$ cat src/rtl/mrrb_pkg.sv
// Constants and carrier types for the measurement result readout bank.
// Assumes one 50 MHz clock shared by the bank, its register port and the engines.
//
// Summary of operation
// A high byte then its low byte read back to back come from one sample.
// First sensor pair at 0x2C/0x2D holds first thermistor or chip temperature.
// Sensor results are 14 bits: low byte 8 LSBs, high bits 5:0, 7:6 zero.
// Second thermistor at 0x2E/0x2F, third thermistor at 0x30/0x31.
// Coulomb counter is 16 bits: full high byte at 0x32, low byte at 0x33.
// Gain trim bits 4:3 sit at bits 3:2 of 0x50; other bits read zero.
// Gain trim bits 2:0 sit at bits 7:5 of 0x59; other bits read zero.
// Host computes gain as 365 uV plus trim code times 1 uV per count.
// Offset trim at 0x51 is signed two's complement in 1 mV steps.
// Trim registers are read-only; host writes change nothing. Here a write with no read in its cycle drops a pending pair capture.
// Host derives protection thresholds as raw codes using gain and offset trims.
// Host reads high byte first, then low byte, in one transaction.
`default_nettype none

package mrrb_pkg;

  // ===========================================================================
  // Register offsets.
  localparam logic [7:0] MRRB_OFS_THERMISTOR1_RESULT_HIGH  = 8'h2C;
  localparam logic [7:0] MRRB_OFS_THERMISTOR1_RESULT_LOW  = 8'h2D;
  localparam logic [7:0] MRRB_OFS_THERMISTOR2_RESULT_HIGH  = 8'h2E;
  localparam logic [7:0] MRRB_OFS_THERMISTOR2_RESULT_LOW  = 8'h2F;
  localparam logic [7:0] MRRB_OFS_THERMISTOR3_RESULT_HIGH  = 8'h30;
  localparam logic [7:0] MRRB_OFS_THERMISTOR3_RESULT_LOW  = 8'h31;
  localparam logic [7:0] MRRB_OFS_CHARGE_COUNT_HIGH   = 8'h32;
  localparam logic [7:0] MRRB_OFS_CHARGE_COUNT_LOW   = 8'h33;
  localparam logic [7:0] MRRB_OFS_GAIN_UP = 8'h50;
  localparam logic [7:0] MRRB_OFS_OFFSET  = 8'h51;
  localparam logic [7:0] MRRB_OFS_GAIN_LO = 8'h59;

  // ===========================================================================
  // Field layout and reset values.
  localparam int unsigned MRRB_SENS_W      = 14;
  localparam int unsigned MRRB_CC_W        = 16;
  localparam int unsigned MRRB_GAIN_W      = 5;
  localparam int unsigned MRRB_GAIN_UP_POS = 2;
  localparam int unsigned MRRB_GAIN_LO_POS = 5;
  localparam logic [13:0] MRRB_SENS_RST    = 14'h0000;
  localparam logic [15:0] MRRB_CC_RST      = 16'h0000;
  localparam logic [7:0]  MRRB_RDATA_IDLE  = 8'h00;

  // ===========================================================================
  // Carrier types.
  typedef struct packed {
    logic        valid;  // One-cycle strobe: a new result is present.
    logic [13:0] value;  // Sensor conversion result.
  } mrrb_sens_t;

  typedef struct packed {
    logic        valid;  // One-cycle strobe: a new count is present.
    logic [15:0] value;  // Coulomb counter result.
  } mrrb_cc_t;

  typedef struct packed {
    logic [4:0] gain;    // Unsigned gain trim code.
    logic [7:0] offset;  // Signed offset trim code.
  } mrrb_trim_t;

endpackage : mrrb_pkg

`default_nettype wire

$ cat src/rtl/mrrb_bank.sv
// Read-only result register bank with coherent high/low byte pairs.
// Assumes result strobes and trim values come from logic on MCLK, and a
// register master that obeys one-cycle strobes with read data a cycle later.
//
// Added by the designer: the plain strobed port.
`default_nettype none
`timescale 1ns/1ps

module mrrb_bank
  import mrrb_pkg::*;
(
  input  wire logic       MCLK,          // 50 MHz clock.
  input  wire logic       NRST,          // Asynchronous reset, active low.
  input  wire logic [7:0] ADDR,          // Register address.
  input  wire logic [7:0] WDATA,         // Write data, ignored by this bank.
  input  wire logic       WR_STB,        // Write strobe.
  input  wire logic       RD_STB,        // Read strobe.
  output logic      [7:0] RDATA,         // Read data, valid the cycle after a read.
  input  wire logic       TEMP_SRC_SEL,  // 1: first pair shows chip temperature.
  input  wire mrrb_sens_t TS1_IN,        // First thermistor result.
  input  wire mrrb_sens_t DIE_IN,        // Chip temperature result.
  input  wire mrrb_sens_t TS2_IN,        // Second thermistor result.
  input  wire mrrb_sens_t TS3_IN,        // Third thermistor result.
  input  wire mrrb_cc_t   CC_IN,         // Coulomb counter result.
  input  wire mrrb_trim_t TRIM           // Production trim values.
);

  // ===========================================================================
  // Result holding registers and pair shadow.
  logic [13:0] ts1_r;
  logic [13:0] ts1_nxt;
  logic [13:0] ts2_r;
  logic [13:0] ts2_nxt;
  logic [13:0] ts3_r;
  logic [13:0] ts3_nxt;
  logic [15:0] cc_r;
  logic [15:0] cc_nxt;
  logic [7:0]  shadow_r;
  logic [7:0]  shadow_nxt;
  logic [7:0]  shadow_addr_r;
  logic [7:0]  shadow_addr_nxt;
  logic        shadow_vld_r;
  logic        shadow_vld_nxt;
  logic [7:0]  rdata_r;
  logic [7:0]  rdata_nxt;

  // Returns the 14-bit sensor high byte with the two top bits forced to zero.
  function automatic logic [7:0] sens_hi(input logic [13:0] v);
    sens_hi = {2'b00, v[13:8]};
  endfunction : sens_hi

  // Returns the live value at an address; unmapped addresses read as zero.
  function automatic logic [7:0] live_read(input logic [7:0] a,
                                           input logic [13:0] t1,
                                           input logic [13:0] t2,
                                           input logic [13:0] t3,
                                           input logic [15:0] c,
                                           input mrrb_trim_t tr);
    live_read = MRRB_RDATA_IDLE;
    unique case (a)
      MRRB_OFS_THERMISTOR1_RESULT_HIGH:  live_read = sens_hi(t1);
      MRRB_OFS_THERMISTOR1_RESULT_LOW:  live_read = t1[7:0];
      MRRB_OFS_THERMISTOR2_RESULT_HIGH:  live_read = sens_hi(t2);
      MRRB_OFS_THERMISTOR2_RESULT_LOW:  live_read = t2[7:0];
      MRRB_OFS_THERMISTOR3_RESULT_HIGH:  live_read = sens_hi(t3);
      MRRB_OFS_THERMISTOR3_RESULT_LOW:  live_read = t3[7:0];
      MRRB_OFS_CHARGE_COUNT_HIGH:   live_read = c[15:8];
      MRRB_OFS_CHARGE_COUNT_LOW:   live_read = c[7:0];
      MRRB_OFS_GAIN_UP: live_read = 8'(tr.gain[4:3]) << MRRB_GAIN_UP_POS;
      MRRB_OFS_GAIN_LO: live_read = 8'(tr.gain[2:0]) << MRRB_GAIN_LO_POS;
      MRRB_OFS_OFFSET:  live_read = tr.offset;
      default:          live_read = MRRB_RDATA_IDLE;
    endcase
  endfunction : live_read

  // Tells whether an address is the high byte of a result pair.
  function automatic logic is_pair_hi(input logic [7:0] a);
    is_pair_hi = (a == MRRB_OFS_THERMISTOR1_RESULT_HIGH) || (a == MRRB_OFS_THERMISTOR2_RESULT_HIGH) ||
                 (a == MRRB_OFS_THERMISTOR3_RESULT_HIGH) || (a == MRRB_OFS_CHARGE_COUNT_HIGH);
  endfunction : is_pair_hi

  // ===========================================================================
  // Result capture: each engine strobe loads its holding register; TEMP_SRC_SEL picks whether TS1_IN or DIE_IN loads the first pair.
  always_comb begin
    ts1_nxt = ts1_r;
    ts2_nxt = ts2_r;
    ts3_nxt = ts3_r;
    cc_nxt  = cc_r;
    if (TEMP_SRC_SEL) begin
      if (DIE_IN.valid) begin
        ts1_nxt = DIE_IN.value;
      end
    end else if (TS1_IN.valid) begin
      ts1_nxt = TS1_IN.value;
    end
    if (TS2_IN.valid) begin
      ts2_nxt = TS2_IN.value;
    end
    if (TS3_IN.valid) begin
      ts3_nxt = TS3_IN.value;
    end
    if (CC_IN.valid) begin
      cc_nxt = CC_IN.value;
    end
  end

  // Registers the results.
  always_ff @(posedge MCLK or negedge NRST) begin
    if (!NRST) begin
      ts1_r <= MRRB_SENS_RST;
      ts2_r <= MRRB_SENS_RST;
      ts3_r <= MRRB_SENS_RST;
      cc_r  <= MRRB_CC_RST;
    end else begin
      ts1_r <= ts1_nxt;
      ts2_r <= ts2_nxt;
      ts3_r <= ts3_nxt;
      cc_r  <= cc_nxt;
    end
  end

  // ===========================================================================
  // Register port: a high-byte read freezes the partner low byte, and the
  // very next access, if it reads that low byte, returns the frozen copy.
  // Any other access drops the copy, so a stale byte is never served later.
  always_comb begin
    logic [7:0] lo_addr;
    lo_addr         = ADDR + 8'h01;
    shadow_nxt      = shadow_r;
    shadow_addr_nxt = shadow_addr_r;
    shadow_vld_nxt  = shadow_vld_r;
    rdata_nxt       = MRRB_RDATA_IDLE;
    if (RD_STB) begin
      if (shadow_vld_r && (ADDR == shadow_addr_r)) begin
        rdata_nxt = shadow_r;
      end else begin
        rdata_nxt = live_read(ADDR, ts1_r, ts2_r, ts3_r, cc_r, TRIM);
      end
      shadow_vld_nxt = is_pair_hi(ADDR);
      if (is_pair_hi(ADDR)) begin
        shadow_nxt      = live_read(lo_addr, ts1_r, ts2_r, ts3_r, cc_r, TRIM);
        shadow_addr_nxt = lo_addr;
      end
    end else if (WR_STB) begin
      shadow_vld_nxt = 1'b0;
    end
  end

  // Registers the port state.
  always_ff @(posedge MCLK or negedge NRST) begin
    if (!NRST) begin
      shadow_r      <= MRRB_RDATA_IDLE;
      shadow_addr_r <= MRRB_RDATA_IDLE;
      shadow_vld_r  <= 1'b0;
      rdata_r       <= MRRB_RDATA_IDLE;
    end else begin
      shadow_r      <= shadow_nxt;
      shadow_addr_r <= shadow_addr_nxt;
      shadow_vld_r  <= shadow_vld_nxt;
      rdata_r       <= rdata_nxt;
    end
  end

  assign RDATA = rdata_r;
endmodule : mrrb_bank

`default_nettype wire

$ cat config.mk
export PLATFORM = sky130hd
export DESIGN_NAME = mrrb_bank
export DESIGN_NICKNAME = d
export VERILOG_FILES = /design/src/rtl/mrrb_pkg.sv /design/src/rtl/mrrb_bank.sv
export SDC_FILE = /design/constraint.sdc
export NUM_CORES = 1
export LEC_CHECK = 0
export BUFFER_PORTS_ARGS = -buffer_cell sky130_fd_sc_hd__buf_2
export CELL_PAD_IN_SITES_DETAIL_PLACEMENT = 2
export CELL_PAD_IN_SITES_GLOBAL_PLACEMENT = 2
export CORE_MARGIN = 5
export CORE_UTILIZATION = 30
export CTS_CLUSTER_SIZE = 16
export DETAILED_ROUTE_END_ITERATION = 6
export GPL_TIMING_DRIVEN = 0
export PLACE_DENSITY_LB_ADDON = 0.25
export SYNTH_ARGS = -nofsm -noshare
export SYNTH_HDL_FRONTEND = slang
export SYNTH_SLANG_ARGS = --single-unit
$ cat constraint.sdc
create_clock -name MCLK -period 1.4 [get_ports MCLK]
set_input_delay 0.28 -clock MCLK [delete_from_list [all_inputs] [get_ports MCLK]]
set_output_delay 0.28 -clock MCLK [all_outputs]
set_load 0.02 [all_outputs]
==> metrics.txt <==
status finished, violations left; violations in the final reports negative setup slack; wire length of the first global-routing pass 28.6 mm; number of I/O port buffers 104; CTS tree done; Final Skew a little under 0.009 ns; root buffer cell sky130_fd_sc_hd__clkbuf_16; minimum setup slack in the final design -0.264 ns; worst reg-to-reg setup slack -0.26 ns; number of buffers inserted during clock tree synthesis 9; gate count after technology mapping about 450; highest-delay cell along the critical path sky130_fd_sc_hd__dfrtp_1; worst min-delay path category in -> reg; transition time at the pin with the least slew margin 0.699 ns; clk sink count between 80 and 90; synth warn 0; ANT cells 0; final weighted congestion in routability-driven placement approximately 0.88; iteration-0 DRC count of the detailed router around 280; Routed Antenna Nets 0; Max-Cap Viols 0; number of distinct library cells after synthesis between 50 and 60; clk_lat worst skew about 0.36 ns; total length of routed wires 20.0 mm; critical path fanouts, max 2; number of vias per cell after detailed routing about 5.6; delay contributed by the slowest stage of the critical path between 0.3 and 0.4 ns; top cell type by total area after synthesis sky130_fd_sc_hd__dfrtp_1; maximum operating frequency approximately 600 MHz; final-report hold violation count 0; area overhead of the layout relative to synthesis 45.4%; category of the most critical setup path reg -> reg; number of ports placed on the die boundary 119; worst slew margin relative to its limit 53.4%; largest net degree at the start of global routing 50; DR vias ~4500; Initial DRT Pass Iterations 5; maximum vdd drop around 0.63 mV; post-CTS clock slew at the launch and capture registers of the worst setup and hold paths around 0.06 ns; kind of end point of the critical path flop; Static Leak between 0.002 and 0.003 µW; DR WL/cell about 25 µm; #FFs+latches synth 83; clock tree buffer depth 2; global-route usage over all layers 20.7%; Die ar. around 18000 µm²; via count of the first global-routing pass slightly below 5000; sequential cell area fraction in the yosys report 44.6%; number of nets in the final layout between 700 and 800; area of the multi-input gates between 2000 and 3000 µm²; Finished Core Util 44.5%; final count of negative-setup-slack endpoints 13; share of synthesized flip-flops with an asynchronous set or reset 100%; max-slew violation total from the final report 0; area of the mapped netlist 4650 µm²; share of Yosys cell area claimed by the top area cell type roughly 45%; critical path, cell by cell a22o_1 -> a221oi_2 -> o22ai_1 -> a221o_1 -> a22oi_2 -> nor2b_1; largest cells by area after synthesis sky130_fd_sc_hd__dfrtp_1 (45%), sky130_fd_sc_hd__mux2_2 (11%), sky130_fd_sc_hd__a22oi_1 (6.0%); number of inserted filler cells in the final layout around 1600; number of placed instances, taps included 739; H-tree depth 3; endpoint required time on the critical path 1.64 ns; Core Footprint 15200 µm²; Post-Syn Nets about 560; Worst Setup Start Kind flop; antenna violations before repair 0; unrepaired setup endpoints after global routing yes; commonest non-fill, non-tap cell in the layout sky130_fd_sc_hd__buf_2; residual DRC count 0; width of the chip between 100 and 150 µm; global route overflow 0; Power per Cell Area 1010 nW/µm²; Seq. cell area 2080 µm²; Post-synth EDFFs 0; share of final-layout standard cells stronger than drive strength 1 between 40% and 50%; fin crit share 119%; Setup WS pre-CTS -0.785 ns; fin crit period roughly 1.7 ns; most instantiated flip-flop cell in the synthesis netlist sky130_fd_sc_hd__dfrtp_1; effective utilization at floorplan a little under a third; DPL Wire Length 13.4 mm; mean cell area of the mapped netlist 10.4 µm²; most frequent cells in the layout sky130_fd_sc_hd__buf_2 (106), sky130_fd_sc_hd__dfrtp_1 (83), sky130_fd_sc_hd__nand2_1 (54), sky130_fd_sc_hd__mux2_2 (44), sky130_fd_sc_hd__buf_4 (43); cell row count 45; Die H 135 µm; data arrival time of the worst path roughly 1.9 ns; final instance count without filler cells around 810
## kinds of logic after synthesis
group | count (synthesis) | synth area share (%)
compound gates | 136 | 21.2
simple gates | 113 | 12.5
flops | 83 | 44.6
mux | 60 | 14.1
buf+inv | 36 | 3.60
xor+xnor | 13 | 2.61
fa+ha+maj | 5 | 1.34
## worst paths after layout
path / start / endpoint / cells after the start
hold reg to reg: shadow_vld_r / shadow_vld_r / 2
setup reg to reg: cc_r[3] / RDATA[3] / 6
hold / removal: TS2_IN[3] / ts2_r[3] / 2
setup / recovery: cc_r[3] / RDATA[3] / 6
min in group asynchronous: NRST / shadow_addr_r[7] / 2
max in group asynchronous: NRST / ts3_r[7] / 3
## power breakdown
group / switching (µW) / internal (µW) / leakage, µW
clock network: 1040 / 1470 / 0.000144
logic: 710 / 710 / 0.00182
registers: 234 / 2640 / 0.00103
## Yosys cell counts (2+ instances only)
| cell type | n |
|---|---|
| sky130_fd_sc_hd__dfrtp_1 | 83 |
| sky130_fd_sc_hd__nand2_1 | 57 |
| sky130_fd_sc_hd__mux2_2 | 44 |
| sky130_fd_sc_hd__a22oi_1 | 37 |
| sky130_fd_sc_hd__o21ai_0 | 22 |
| sky130_fd_sc_hd__mux2i_1 | 16 |
| sky130_fd_sc_hd__clkbuf_1 | 14 |
| sky130_fd_sc_hd__a21oi_1 | 13 |
| sky130_fd_sc_hd__nor2_1 | 13 |
| sky130_fd_sc_hd__a22o_1 | 12 |
| sky130_fd_sc_hd__buf_2 | 11 |
| sky130_fd_sc_hd__a221oi_1 | 10 |
| sky130_fd_sc_hd__xnor2_1 | 10 |
| sky130_fd_sc_hd__nand3_1 | 7 |
| sky130_fd_sc_hd__o21ai_1 | 7 |
| sky130_fd_sc_hd__a21boi_1 | 6 |
| sky130_fd_sc_hd__and3_1 | 6 |
| sky130_fd_sc_hd__buf_1 | 5 |
| sky130_fd_sc_hd__ha_1 | 5 |
| sky130_fd_sc_hd__nand2b_1 | 5 |
| sky130_fd_sc_hd__nand4_1 | 5 |
| sky130_fd_sc_hd__o22ai_1 | 5 |
| sky130_fd_sc_hd__o211ai_1 | 4 |
| sky130_fd_sc_hd__a211o_1 | 3 |
| sky130_fd_sc_hd__a222oi_1 | 3 |
| sky130_fd_sc_hd__a31oi_1 | 3 |
| sky130_fd_sc_hd__inv_1 | 3 |
| sky130_fd_sc_hd__nor2b_1 | 3 |
| sky130_fd_sc_hd__a221o_1 | 2 |
| sky130_fd_sc_hd__and2_1 | 2 |
| sky130_fd_sc_hd__buf_6 | 2 |
| sky130_fd_sc_hd__nor3_1 | 2 |
| sky130_fd_sc_hd__nor3_2 | 2 |
| sky130_fd_sc_hd__o21a_1 | 2 |
| sky130_fd_sc_hd__xor2_1 | 2 |
## registers in the layout (all words and copies together), names as in the netlist
| signal | cells |
|---|---|
| RDATA | 8 |
| cc_r | 16 |
| shadow_addr_r | 8 |
| shadow_r | 8 |
| shadow_vld_r | 1 |
| ts1_r | 14 |
| ts2_r | 14 |
| ts3_r | 14 |
## routing by layer
layer,GRT usage [%],routed length [µm],up-vias
met3,3.58,873,26
li1,-,-,1998
met1,27.0,8650,2352
met5,0,0,-
met4,6.22,369,0
met2,35.3,10200,138
## final cells by class
cell class | count | area share [%]
clock inverters | 4 | 0.740
multi-input cells | 327 | 40.8
flip-flops and latches | 83 | 30.7
well taps | 188 | 3.48
repair buffers | 157 | 15.5
plain buffers | 32 | 4.64
inverters | 3 | 0.463
clock buffers | 11 | 3.74
## worst max-delay path, delay by kind of cell, from the launching register on
family,cells,cell delay (ns)
compound gates,5,1.08
flops,1,0.38
simple gates,1,0.09
## through the flow
stage | instance area (µm²) | hold WS (ns) | total power (µW) | setup TNS [ns]
after CTS | 6420 | 0.146 | 6680 | -0.726
after floorplan | 4910 | -0.0156 | 3510 | -1.28
after detailed placement | 5700 | 0.275 | 4030 | -29.16
after global placement | 5670 | 0.469 | 3960 | -82.25
final | 6760 | 0.155 | 6800 | -1.63
after global routing | 6760 | 0.158 | 7050 | -2.41
## timing repair
item                       in CTS  in global routing
hold endpoints to repair       34                  0
cloned                          0                  2
setup buffers                  27                 22
hold buffers                    1                  0
pin swaps                      26                 31
gates resized for setup        49                 44
setup endpoints to repair      48                 36
(Power assumes the default switching activity.)
